--- src/flash_low_setting_defs.svh ---
// Offsets, field positions, encodings and timing counts of the flash power sequencer
`ifndef FLASH_LOW_SETTING_DEFS_SVH
`define FLASH_LOW_SETTING_DEFS_SVH

// ----------------------------------------------------------------
// Register offsets (byte addresses, one word each)
// ----------------------------------------------------------------
`define OFS_GLOBAL_STATUS 8'h00
`define OFS_MODE_CONTROL 8'h04
`define OFS_RUN_CONFIG 8'h10
`define OFS_STOP_CONFIG 8'h14
`define OFS_HALT_CONFIG 8'h18
`define OFS_CHECK_SYNDROME 8'h20
`define OFS_CORE_CONTROL 8'h24
`define OFS_IRQ_STATUS 8'h28
`define OFS_IRQ_MASK 8'h2C
`define ADDR_W 8

// ----------------------------------------------------------------
// Mode control word
// ----------------------------------------------------------------
`define MODE_POS 28
`define MODE_RUN 4'h4
`define MODE_STOP 4'hA
`define MODE_HALT 4'h8
`define KEY_FIRST 16'h5AF0
`define KEY_SECOND 16'hA50F

// ----------------------------------------------------------------
// Mode configuration fields (code flash bits 17:16, data flash 19:18)
// ----------------------------------------------------------------
`define CFLA_POS 16
`define DFLA_POS 18
`define FLA_PDOWN 2'h1
`define FLA_LOWPWR 2'h2
`define FLA_NORMAL 2'h3
`define RUN_CFG_RST 32'h001F0010
`define LPM_CFG_RST 32'h00150010

// ----------------------------------------------------------------
// Global status bits
// ----------------------------------------------------------------
`define GS_MTRANS_BIT 27
`define GS_CFLA_POS 16
`define GS_DFLA_POS 18
`define GS_MODE_POS 28

// ----------------------------------------------------------------
// Machine check syndrome and core control
// ----------------------------------------------------------------
`define SYN_FETCH_ERR 32'h00090010
`define CORE_EE_BIT 0
`define CORE_ME_BIT 1
`define CORE_BIG_BIT 2

// ----------------------------------------------------------------
// Interrupt status bits
// ----------------------------------------------------------------
`define IRQ_DONE_BIT 0
`define IRQ_MCHK_BIT 1
`define IRQ_CSTOP_BIT 2
`define IRQ_W 3

// ----------------------------------------------------------------
// Timing: flash power settling, 2 us at 10 MHz
// ----------------------------------------------------------------
`define CLK_PERIOD_NS 100
`define FLA_SETTLE_NS 2000
`define FLA_SETTLE_CYC ((`FLA_SETTLE_NS + `CLK_PERIOD_NS - 1) / `CLK_PERIOD_NS)
`define CNT_W 8

`endif

--- src/flash_low_setting_pkg.sv ---
// Types of the flash power sequencer
package flash_low_setting_pkg;
   typedef enum logic [2:0] {
      SEQ_IDLE,
      SEQ_SETTLE,
      SEQ_LOWPWR,
      SEQ_WAKE
   } seq_state_t;
endpackage

--- src/flash_low_setting_sequencer.sv ---
// Mode entry sequencer for code and data flash power around stop and halt
//
// Decided for this implementation: the placing of the registers and the strobed register port.
`timescale 1ns/1ps
`include "flash_low_setting_defs.svh"


module flash_low_setting_sequencer (
   input wire logic sys_clk_in,
   input wire logic resetn_in,
   input wire logic [`ADDR_W-1:0] addr_in,
   input wire logic [31:0] wdata_in,
   input wire logic wr_in,
   input wire logic rd_in,
   output logic [31:0] rdata_out,
   input wire logic wakeup_in,
   input wire logic periph_irq_in,
   input wire logic core_irq_in,
   input wire logic fetch_in,
   output logic fetch_error_out,
   output logic periph_irq_out,
   output logic machine_check_out,
   output logic checkstop_reset_out,
   output logic code_flash_ready_out,
   output logic data_flash_ready_out,
   output logic irq_out
);
   // ----------------------------------------------------------------
   // Declarations
   // ----------------------------------------------------------------
   flash_low_setting_pkg::seq_state_t state_reg;
   flash_low_setting_pkg::seq_state_t state_next;
   logic [31:0] run_cfg_reg;
   logic [31:0] stop_cfg_reg;
   logic [31:0] halt_cfg_reg;
   logic [31:0] syndrome_reg;
   logic [2:0] core_ctl_reg;
   logic [`IRQ_W-1:0] irq_stat_reg;
   logic [`IRQ_W-1:0] irq_mask_reg;
   logic [`IRQ_W-1:0] irq_stat_next;
   logic [31:0] rdata_reg;
   logic [31:0] rdata_next;
   logic [3:0] cur_mode_reg;
   logic [3:0] pend_mode_reg;
   logic key_armed_reg;
   logic mtrans_reg;
   logic [1:0] cfla_flag_reg;
   logic [1:0] dfla_flag_reg;
   logic [1:0] wake_sync_reg;
   logic [2:0] pi_sync_reg;
   logic [2:0] ci_sync_reg;
   logic [2:0] fe_sync_reg;
   logic [1:0] cfla_target;
   logic [1:0] dfla_target;
   logic cfla_apply;
   logic dfla_apply;
   logic [1:0] cfla_state;
   logic [1:0] dfla_state;
   logic cfla_ready;
   logic dfla_ready;
   logic fetch_err_reg;
   logic cstop_reg;

   // ----------------------------------------------------------------
   // Helper functions
   // ----------------------------------------------------------------
   // Selects a flash field from a configuration word
   function automatic logic [1:0] fla_field(input logic [31:0] cfg, input int pos);
      fla_field = cfg[pos +: 2];
   endfunction

   // Flash is usable only in normal state and settled
   function automatic logic fla_usable(input logic [1:0] st, input logic rdy);
      fla_usable = (st == `FLA_NORMAL) && rdy;
   endfunction

   // ----------------------------------------------------------------
   // Register decode
   // ----------------------------------------------------------------
   wire logic wr_mode_control_register = wr_in && (addr_in == `OFS_MODE_CONTROL);
   wire logic wr_run = wr_in && (addr_in == `OFS_RUN_CONFIG);
   wire logic wr_stop = wr_in && (addr_in == `OFS_STOP_CONFIG);
   wire logic wr_halt = wr_in && (addr_in == `OFS_HALT_CONFIG);
   wire logic wr_syn = wr_in && (addr_in == `OFS_CHECK_SYNDROME);
   wire logic wr_core = wr_in && (addr_in == `OFS_CORE_CONTROL);
   wire logic wr_istat = wr_in && (addr_in == `OFS_IRQ_STATUS);
   wire logic wr_imask = wr_in && (addr_in == `OFS_IRQ_MASK);
   wire logic [3:0] req_mode = wdata_in[`MODE_POS +: 4];
   wire logic [15:0] req_key = wdata_in[15:0];
   wire logic mode_ok = (req_mode == `MODE_RUN) || (req_mode == `MODE_STOP) ||
                        (req_mode == `MODE_HALT);
   wire logic first_key = wr_mode_control_register && mode_ok && (req_key == `KEY_FIRST);
   // Second write must repeat the mode with the inverted key
   wire logic second_key = wr_mode_control_register && key_armed_reg && (req_mode == pend_mode_reg) &&
                           (req_key == `KEY_SECOND);
   wire logic start_req = second_key && !mtrans_reg;

   // ----------------------------------------------------------------
   // Configuration of the target mode
   // ----------------------------------------------------------------
   wire logic [31:0] tgt_cfg = (pend_mode_reg == `MODE_STOP) ? stop_cfg_reg :
                               (pend_mode_reg == `MODE_HALT) ? halt_cfg_reg : run_cfg_reg;
   wire logic lp_mode = (cur_mode_reg == `MODE_STOP) || (cur_mode_reg == `MODE_HALT);
   wire logic wake = wake_sync_reg[1] && lp_mode && (state_reg == flash_low_setting_pkg::SEQ_LOWPWR);
   wire logic settled = cfla_ready && dfla_ready;
   wire logic cfla_ok = fla_usable(cfla_state, cfla_ready);
   wire logic dfla_ok = fla_usable(dfla_state, dfla_ready);

   // Flash power targets: chosen mode on entry, run config on wakeup
   assign cfla_target = wake ? fla_field(run_cfg_reg, `CFLA_POS) : fla_field(tgt_cfg, `CFLA_POS);
   assign dfla_target = wake ? fla_field(run_cfg_reg, `DFLA_POS) : fla_field(tgt_cfg, `DFLA_POS);
   assign cfla_apply = start_req || wake;
   assign dfla_apply = start_req || wake;

   // ----------------------------------------------------------------
   // Flash power arrays
   // ----------------------------------------------------------------
   flash_power_cell code_cell (
      .sys_clk_in(sys_clk_in),
      .resetn_in(resetn_in),
      .target_in(cfla_target),
      .apply_in(cfla_apply),
      .state_out(cfla_state),
      .ready_out(cfla_ready)
   );

   flash_power_cell data_cell (
      .sys_clk_in(sys_clk_in),
      .resetn_in(resetn_in),
      .target_in(dfla_target),
      .apply_in(dfla_apply),
      .state_out(dfla_state),
      .ready_out(dfla_ready)
   );

   // ----------------------------------------------------------------
   // Sequencer state machine
   // ----------------------------------------------------------------
   always_comb begin
      state_next = state_reg;
      case (state_reg)
         flash_low_setting_pkg::SEQ_IDLE: begin
            if (start_req) begin
               state_next = flash_low_setting_pkg::SEQ_SETTLE;
            end
         end
         flash_low_setting_pkg::SEQ_SETTLE: begin
            if (settled) begin
               state_next = lp_mode ? flash_low_setting_pkg::SEQ_LOWPWR : flash_low_setting_pkg::SEQ_IDLE;
            end
         end
         flash_low_setting_pkg::SEQ_LOWPWR: begin
            if (wake) begin
               state_next = flash_low_setting_pkg::SEQ_WAKE;
            end
         end
         flash_low_setting_pkg::SEQ_WAKE: begin
            if (settled) begin
               state_next = flash_low_setting_pkg::SEQ_IDLE;
            end
         end
         default: state_next = flash_low_setting_pkg::SEQ_IDLE;
      endcase
   end

   // Reaching the end of a transition
   wire logic trans_done = ((state_reg == flash_low_setting_pkg::SEQ_SETTLE) ||
                            (state_reg == flash_low_setting_pkg::SEQ_WAKE)) && settled;

   // State, mode and transition flag
   always_ff @(posedge sys_clk_in or negedge resetn_in) begin
      if (!resetn_in) begin
         state_reg <= flash_low_setting_pkg::SEQ_IDLE;
         cur_mode_reg <= `MODE_RUN;
         pend_mode_reg <= `MODE_RUN;
         key_armed_reg <= 1'b0;
         mtrans_reg <= 1'b0;
      end else begin
         state_reg <= state_next;
         if (wr_mode_control_register) begin
            key_armed_reg <= first_key; // Any other write disarms
         end
         if (first_key) begin
            pend_mode_reg <= req_mode;
         end
         if (start_req) begin
            cur_mode_reg <= pend_mode_reg;
            mtrans_reg <= 1'b1;
         end else if (wake) begin
            cur_mode_reg <= `MODE_RUN;
            mtrans_reg <= 1'b1;
         end else if (trans_done) begin
            mtrans_reg <= 1'b0;
         end
      end
   end

   // Status flags follow flash only at the end of a transition
   always_ff @(posedge sys_clk_in or negedge resetn_in) begin
      if (!resetn_in) begin
         cfla_flag_reg <= `FLA_NORMAL;
         dfla_flag_reg <= `FLA_NORMAL;
      end else if (trans_done) begin
         cfla_flag_reg <= cfla_state;
         dfla_flag_reg <= dfla_state;
      end
   end

   // ----------------------------------------------------------------
   // Input synchronisers
   // ----------------------------------------------------------------
   always_ff @(posedge sys_clk_in or negedge resetn_in) begin
      if (!resetn_in) begin
         wake_sync_reg <= 2'h0;
         pi_sync_reg <= 3'h0;
         ci_sync_reg <= 3'h0;
         fe_sync_reg <= 3'h0;
      end else begin
         wake_sync_reg <= {wake_sync_reg[0], wakeup_in};
         pi_sync_reg <= {pi_sync_reg[1:0], periph_irq_in};
         ci_sync_reg <= {ci_sync_reg[1:0], core_irq_in};
         fe_sync_reg <= {fe_sync_reg[1:0], fetch_in};
      end
   end

   // ----------------------------------------------------------------
   // Core exception logic
   // ----------------------------------------------------------------
   wire logic big_core = core_ctl_reg[`CORE_BIG_BIT];
   wire logic flash_down = !(cfla_ok && dfla_ok);
   wire logic fetch_rise = fe_sync_reg[1] && !fe_sync_reg[2];
   wire logic core_rise = ci_sync_reg[1] && !ci_sync_reg[2];
   // Fetch or core interrupt into unavailable flash is a bus error
   wire logic bus_err = (fetch_rise || core_rise) && flash_down;
   wire logic syn_set = bus_err;
   wire logic syn_pending = syndrome_reg != 32'h0;
   // Big core always takes the check; small only with enable set
   wire logic mchk_take = syn_pending && (big_core || core_ctl_reg[`CORE_ME_BIT]);
   // Small core with check disabled goes to checkstop; big core never
   wire logic cstop_set = bus_err && !big_core && !core_ctl_reg[`CORE_ME_BIT];

   // Syndrome, set wins over write-one clear
   always_ff @(posedge sys_clk_in or negedge resetn_in) begin
      if (!resetn_in) begin
         syndrome_reg <= 32'h0;
         fetch_err_reg <= 1'b0;
         cstop_reg <= 1'b0;
      end else begin
         syndrome_reg <= syn_set ? `SYN_FETCH_ERR : (wr_syn ? syndrome_reg & ~wdata_in :
                                                     syndrome_reg);
         fetch_err_reg <= bus_err;
         cstop_reg <= cstop_set;
      end
   end

   // Peripheral interrupt gated by enable check repeats until cleared
   assign periph_irq_out = pi_sync_reg[1] && core_ctl_reg[`CORE_EE_BIT];
   assign machine_check_out = mchk_take;
   assign checkstop_reset_out = cstop_reg;
   assign fetch_error_out = fetch_err_reg; // Core refetches until flash ready
   assign code_flash_ready_out = cfla_ok;
   assign data_flash_ready_out = dfla_ok;

   // ----------------------------------------------------------------
   // Configuration and interrupt registers
   // ----------------------------------------------------------------
   wire logic [`IRQ_W-1:0] irq_events = {cstop_set, syn_set, trans_done};
   assign irq_stat_next = irq_events |
                          (wr_istat ? irq_stat_reg & ~wdata_in[`IRQ_W-1:0] : irq_stat_reg);

   always_ff @(posedge sys_clk_in or negedge resetn_in) begin
      if (!resetn_in) begin
         run_cfg_reg <= `RUN_CFG_RST;
         stop_cfg_reg <= `LPM_CFG_RST;
         halt_cfg_reg <= `LPM_CFG_RST;
         core_ctl_reg <= 3'h0;
         irq_stat_reg <= '0;
         irq_mask_reg <= '0;
      end else begin
         if (wr_run) run_cfg_reg <= wdata_in;
         if (wr_stop) stop_cfg_reg <= wdata_in;
         if (wr_halt) halt_cfg_reg <= wdata_in;
         if (wr_core) core_ctl_reg <= wdata_in[2:0];
         if (wr_imask) irq_mask_reg <= wdata_in[`IRQ_W-1:0];
         irq_stat_reg <= irq_stat_next;
      end
   end

   assign irq_out = |(irq_stat_reg & irq_mask_reg);

   // ----------------------------------------------------------------
   // Read path
   // ----------------------------------------------------------------
   wire logic [31:0] gs_word = ({28'h0, cur_mode_reg} << `GS_MODE_POS) |
                               ({31'h0, mtrans_reg} << `GS_MTRANS_BIT) |
                               ({30'h0, dfla_flag_reg} << `GS_DFLA_POS) |
                               ({30'h0, cfla_flag_reg} << `GS_CFLA_POS);

   always_comb begin
      case (addr_in)
         `OFS_GLOBAL_STATUS: rdata_next = gs_word;
         `OFS_MODE_CONTROL: rdata_next = {cur_mode_reg, 28'h0};
         `OFS_RUN_CONFIG: rdata_next = run_cfg_reg;
         `OFS_STOP_CONFIG: rdata_next = stop_cfg_reg;
         `OFS_HALT_CONFIG: rdata_next = halt_cfg_reg;
         `OFS_CHECK_SYNDROME: rdata_next = syndrome_reg;
         `OFS_CORE_CONTROL: rdata_next = {29'h0, core_ctl_reg};
         `OFS_IRQ_STATUS: rdata_next = {29'h0, irq_stat_reg};
         `OFS_IRQ_MASK: rdata_next = {29'h0, irq_mask_reg};
         default: rdata_next = 32'h0;
      endcase
   end

   always_ff @(posedge sys_clk_in or negedge resetn_in) begin
      if (!resetn_in) begin
         rdata_reg <= 32'h0;
      end else begin
         rdata_reg <= rd_in ? rdata_next : 32'h0;
      end
   end

   assign rdata_out = rdata_reg;

   // ----------------------------------------------------------------
   // Assertions
   // ----------------------------------------------------------------
   flag_on_start_a: assert property (@(posedge sys_clk_in) disable iff (!resetn_in)
      start_req |=> mtrans_reg) else $error("transition flag not set on start");
   flag_clears_a: assert property (@(posedge sys_clk_in) disable iff (!resetn_in)
      trans_done && !wake |=> !mtrans_reg) else $error("flag not cleared at end");
   bad_key_a: assert property (@(posedge sys_clk_in) disable iff (!resetn_in)
      wr_mode_control_register && req_key != `KEY_SECOND |=> $stable(mtrans_reg) || !mtrans_reg)
      else $error("bad key started transition");
   syndrome_value_a: assert property (@(posedge sys_clk_in) disable iff (!resetn_in)
      bus_err |=> syndrome_reg == `SYN_FETCH_ERR) else $error("wrong syndrome");
   no_cstop_big_a: assert property (@(posedge sys_clk_in) disable iff (!resetn_in)
      big_core |=> !cstop_reg) else $error("checkstop on big core");
   mchk_big_a: assert property (@(posedge sys_clk_in) disable iff (!resetn_in)
      big_core && syn_pending |-> machine_check_out) else $error("check not taken");
   periph_mask_a: assert property (@(posedge sys_clk_in) disable iff (!resetn_in)
      !core_ctl_reg[`CORE_EE_BIT] |-> !periph_irq_out) else $error("irq leaked");
   wake_run_a: assert property (@(posedge sys_clk_in) disable iff (!resetn_in)
      wake |=> cur_mode_reg == `MODE_RUN && cfla_state == $past(fla_field(run_cfg_reg, `CFLA_POS)))
      else $error("wakeup flash state wrong");
endmodule

--- src/flash_power_cell.sv ---
// Model of one flash array power state with settle delay
`timescale 1ns/1ps
`include "flash_low_setting_defs.svh"

module flash_power_cell (
   input wire logic sys_clk_in,
   input wire logic resetn_in,
   input wire logic [1:0] target_in,
   input wire logic apply_in,
   output logic [1:0] state_out,
   output logic ready_out
);
   logic [1:0] state_reg;
   logic [1:0] state_next;
   logic [`CNT_W-1:0] cnt_reg;
   logic [`CNT_W-1:0] cnt_next;
   wire logic changing = apply_in && (target_in != state_reg);

   // Settle counter restarts whenever an applied target differs from the current state
   assign state_next = apply_in ? target_in : state_reg;
   assign cnt_next = changing ? `CNT_W'(`FLA_SETTLE_CYC) :
                     (cnt_reg != `CNT_W'h0) ? cnt_reg - `CNT_W'h1 : cnt_reg;

   // State and counter registers
   always_ff @(posedge sys_clk_in or negedge resetn_in) begin
      if (!resetn_in) begin
         state_reg <= `FLA_NORMAL;
         cnt_reg <= `CNT_W'h0;
      end else begin
         state_reg <= state_next;
         cnt_reg <= cnt_next;
      end
   end

   assign state_out = state_reg;
   assign ready_out = (cnt_reg == `CNT_W'h0) && !changing;
endmodule

--- config.mk ---
export PLATFORM = sky130hd
export DESIGN_NAME = flash_low_setting_sequencer
export DESIGN_NICKNAME = d
export VERILOG_FILES = /design/src/flash_low_setting_pkg.sv /design/src/flash_low_setting_sequencer.sv /design/src/flash_power_cell.sv
export VERILOG_INCLUDE_DIRS = /design/src /design/src/src
export SDC_FILE = /design/constraint.sdc
export NUM_CORES = 1
export LEC_CHECK = 0
export ABC_AREA = 1
export ABC_CLOCK_PERIOD_IN_PS = 1920
export CORE_ASPECT_RATIO = 0.7
export CORE_MARGIN = 2
export CORE_UTILIZATION = 41
export DETAILED_ROUTE_END_ITERATION = 7
export DONT_BUFFER_PORTS = 1
export PLACE_DENSITY = 0.62
export SLEW_MARGIN = 20
export SYNTH_ARGS = -nofsm -noshare
export SYNTH_HDL_FRONTEND = slang
export SYNTH_SLANG_ARGS = --single-unit
--- constraint.sdc ---
create_clock -name sys_clk_in -period 1.92 [get_ports sys_clk_in]
set_input_delay 0.096 -clock sys_clk_in [delete_from_list [all_inputs] [get_ports sys_clk_in]]
set_output_delay 0.096 -clock sys_clk_in [all_outputs]
set_load 0.01 [all_outputs]
==> results.json <==
{
  "status": "complete, but fails checks",
  "violations": "negative hold slack, negative setup slack",
  "stdcell_count": 1472,
  "die_area_mm2": 0.0242,
  "grt_pass1_wl_um": 41800,
  "cts_buffer_depth": 3,
  "synth_edf_count": 0,
  "netSwitchingFraction": 0.218,
  "worstSetupStartpointType": "register",
  "syn-cell-area_mm2": 0.00943,
  "hold_path_class": "in -> async",
  "ys_top_cells_by_area": "dfrtp_1, nand2_1, o21ai_0",
  "routed_via_density": 5.25,
  "gp_congestion": 0.858,
  "synthCells": 1010,
  "drv_slew": 0,
  "cts_hold_buf": 42,
  "maxCapViolations": 0,
  "crit_family": "simple AND/OR/NAND/NOR gates",
  "ff_latch_area_mm2": 0.00546,
  "grt_pass1_vias": 7550,
  "track_usage": 0.221,
  "drtAntennaViolNets": 0,
  "synth.distinct_cells": 42,
  "die_w_um": 185,
  "clk_root_buffer_cell": "clkbuf_16",
  "pwr-share-seq": 0.500,
  "period_needed_ns": 2.28,
  "cp_cell_sequence": "buf_6 -> nor2_4 -> nand4_1 -> nand2_1 -> nand2_2 -> nand2_2 -> nand2_2 -> nand2_4 -> o21ai_4 -> nand2_2 -> nor2_4 -> buf_6",
  "yosysWarnings": 0,
  "cts_tree": "yes",
  "synthArstFlopShare": 1.00,
  "p_leak_nw": 5.50,
  "wl_per_cell_um": 17.8,
  "dr.pass1.iters": 5,
  "post-route-worst-setup-slack_ns": -0.361,
  "synth-main-ff-cell": "dfrtp_1",
  "route.vias.total": 7727,
  "drive_gt1_frac": 0.251,
  "p_per_area_mw_per_mm2": 789,
  "ys_seq_area_frac": 0.579,
  "timing.critical_path.buf_inv": 2,
  "final.setup_skew_ns": 0.0106,
  "p_int_mw": 7.47,
  "dp_hpwl_um": 16200,
  "port_buffers": 0,
  "clk_latency_ns": 0.51,
  "yosysTopAreaCellShare": 0.512,
  "pre_cts_ws_ns": -0.249,
  "rsz0062_at_grt": "yes",
  "n_antenna_cell": 0,
  "start_util": 0.417,
  "dp_cells": 1364,
  "grt_overflow": 0,
  "hold_violations": 217,
  "crit_slowest_cell": "dfstp_2",
  "holdWs_ns": -0.717,
  "crit_type": "reg -> out",
  "layout.nets": 1195,
  "critPathCaptureType": "output port",
  "ys_seq_elements": 217,
  "cts_max_level": 1,
  "fill_cells": 2040,
  "setup_viol": 61,
  "antenna_found_initial": 0,
  "switchingPower_mw": 2.08,
  "core-area_mm2": 0.0226,
  "crit_required_ns": 1.82,
  "fin_crit_sh": 1.19,
  "maxSlewHeadroom": 0.464,
  "yosys.area.top_type": "dfrtp_1",
  "cts.reportedPaths.clkPinSlew_ns": 0.06,
  "worst_pin_slew_ns": 0.805,
  "io_pins": 87,
  "syn_area_per_cell_um2": 9.33,
  "die_h_um": 131,
  "drc": 0,
  "crit_fanout": 8,
  "critPathArrivalTime_ns": 2.19,
  "drt-initial-drc-count": 748,
  "clkSinkCount": 217,
  "synth_nets": 1060,
  "cts_buffers": 22,
  "cpMostUsedCell": "nand2_2",
  "power_frac_comb": 0.045,
  "clkPwrFrac": 0.455,
  "fmax_mhz": 438,
  "row_count": 46,
  "grt_max_degree": 218,
  "multi_input_area_mm2": 0.00377,
  "worst_ir_drop_vdd_mv": 0.559,
  "syn2layout_area_growth_pct": 28.3,
  "critPathMaxStageDelay_ns": 0.54,
  "totalWireLength_um": 26200
}
-- stage by stage --
step / cell area (um2) / TNS [ns] / util / power [mW]
floorplan: 9460 / -0.0321 / - / 5.04
finish: 12100 / -13.25 / 0.535 / 9.55
CTS: 11900 / -9.39 / 0.527 / 9.63
detailed placement: 10400 / -8.81 / 0.459 / 5.15
global placement: 10400 / -7.03 / 0.459 / 5.14
global route: 12100 / -21.65 / 0.535 / 9.90
-- final cells by class --
| type | count | share of cell area |
|---|---|---|
| tap | 312 | 0.0323 |
| timing repair inverter | 3 | 0.00393 |
| timing repair buffer | 149 | 0.113 |
| sequential | 217 | 0.451 |
| clock inverter | 4 | 0.00372 |
| multi-input combinational | 669 | 0.311 |
| inverter | 83 | 0.0273 |
| clock buffer | 35 | 0.0571 |
-- metal layers --
layer	track usage	vias up	share of wire
li1	-	3677	-
met1	0.331	3755	0.48
met2	0.333	262	0.44
met3	0.0507	33	0.074
met4	0.0369	0	0.013
met5	0	-	0
-- worst paths after layout --
path                       slack, ns              from  cells after the start                endpoint
max                            -0.36  pend_mode_reg[2]                     12    data_flash_ready_out
min                            -0.72         resetn_in                      0           rdata_out[10]
max reg2reg                    -0.35  pend_mode_reg[2]                     16         irq_stat_reg[1]
min reg2reg                     0.35    ci_sync_reg[0]                      0          ci_sync_reg[1]
max in group asynchronous       2.25         resetn_in                      0  data_cell.state_out[0]
min in group sys_clk_in         0.02      wdata_in[31]                      4        pend_mode_reg[0]
-- placed cells by master, fill, tap and decap left out, types with 7 or more instances in the layout --
cell type,count
dlygate4sd3_1,42
buf_12,7
nor2_4,8
a21oi_1,9
nand2_1,218
nand2_2,26
clkbuf_16,23
nor3_1,7
buf_6,15
nor2_1,47
buf_4,85
nand3_1,22
dfstp_2,24
a221oi_1,24
o21ai_0,156
dfrtp_1,193
clkbuf_8,7
nand4_1,15
inv_1,68
inv_2,10
nor2_2,37
a22o_1,19
-- synth_stat cells (4+ instances only) --
| master | instances |
|---|---|
| clkbuf_1 | 35 |
| buf_2 | 4 |
| dfrtp_1 | 193 |
| a31oi_1 | 5 |
| xnor2_1 | 5 |
| a41oi_1 | 6 |
| a22o_1 | 19 |
| nor3_1 | 8 |
| nor2_1 | 54 |
| nor2_2 | 35 |
| dfstp_2 | 24 |
| nand4_1 | 15 |
| nand2_1 | 241 |
| nand2_2 | 6 |
| nand3_1 | 28 |
| inv_2 | 6 |
| a21oi_1 | 9 |
| nor4_1 | 9 |
| a221oi_1 | 24 |
| o21ai_0 | 160 |
| inv_1 | 74 |
| o21ai_1 | 4 |
-- kinds of logic (layout without fill, tap and decap cells) --
group,after synthesis,after routing,synth area share
AOI/OAI and AO/OA,245,245,0.156
adders and majority gates,2,2,0.00265
xor gates and xnor gates,6,6,0.00557
DFF,217,217,0.579
and+or+nand+nor,415,416,0.204
buffers and inverters,125,274,0.0527
-- power groups by stage --
stage	Sequential [mW]	Clock, mW	Combinational [mW]
finish	4.78	4.34	0.429
global route	4.79	4.64	0.475
CTS	4.78	4.44	0.414
detailed placement	4.86	0	0.291
global placement	4.85	0	0.285
floorplan	4.84	0	0.205
-- timing repair --
item	4_1_cts	5_1_grt
endpoints found under the setup margin	50	66
gates resized for setup	49	44
pin swaps	10	19
setup buffers	20	9
cloned	3	1
hold endpoints to repair	363	217
Power figures use the tool's default switching activity.
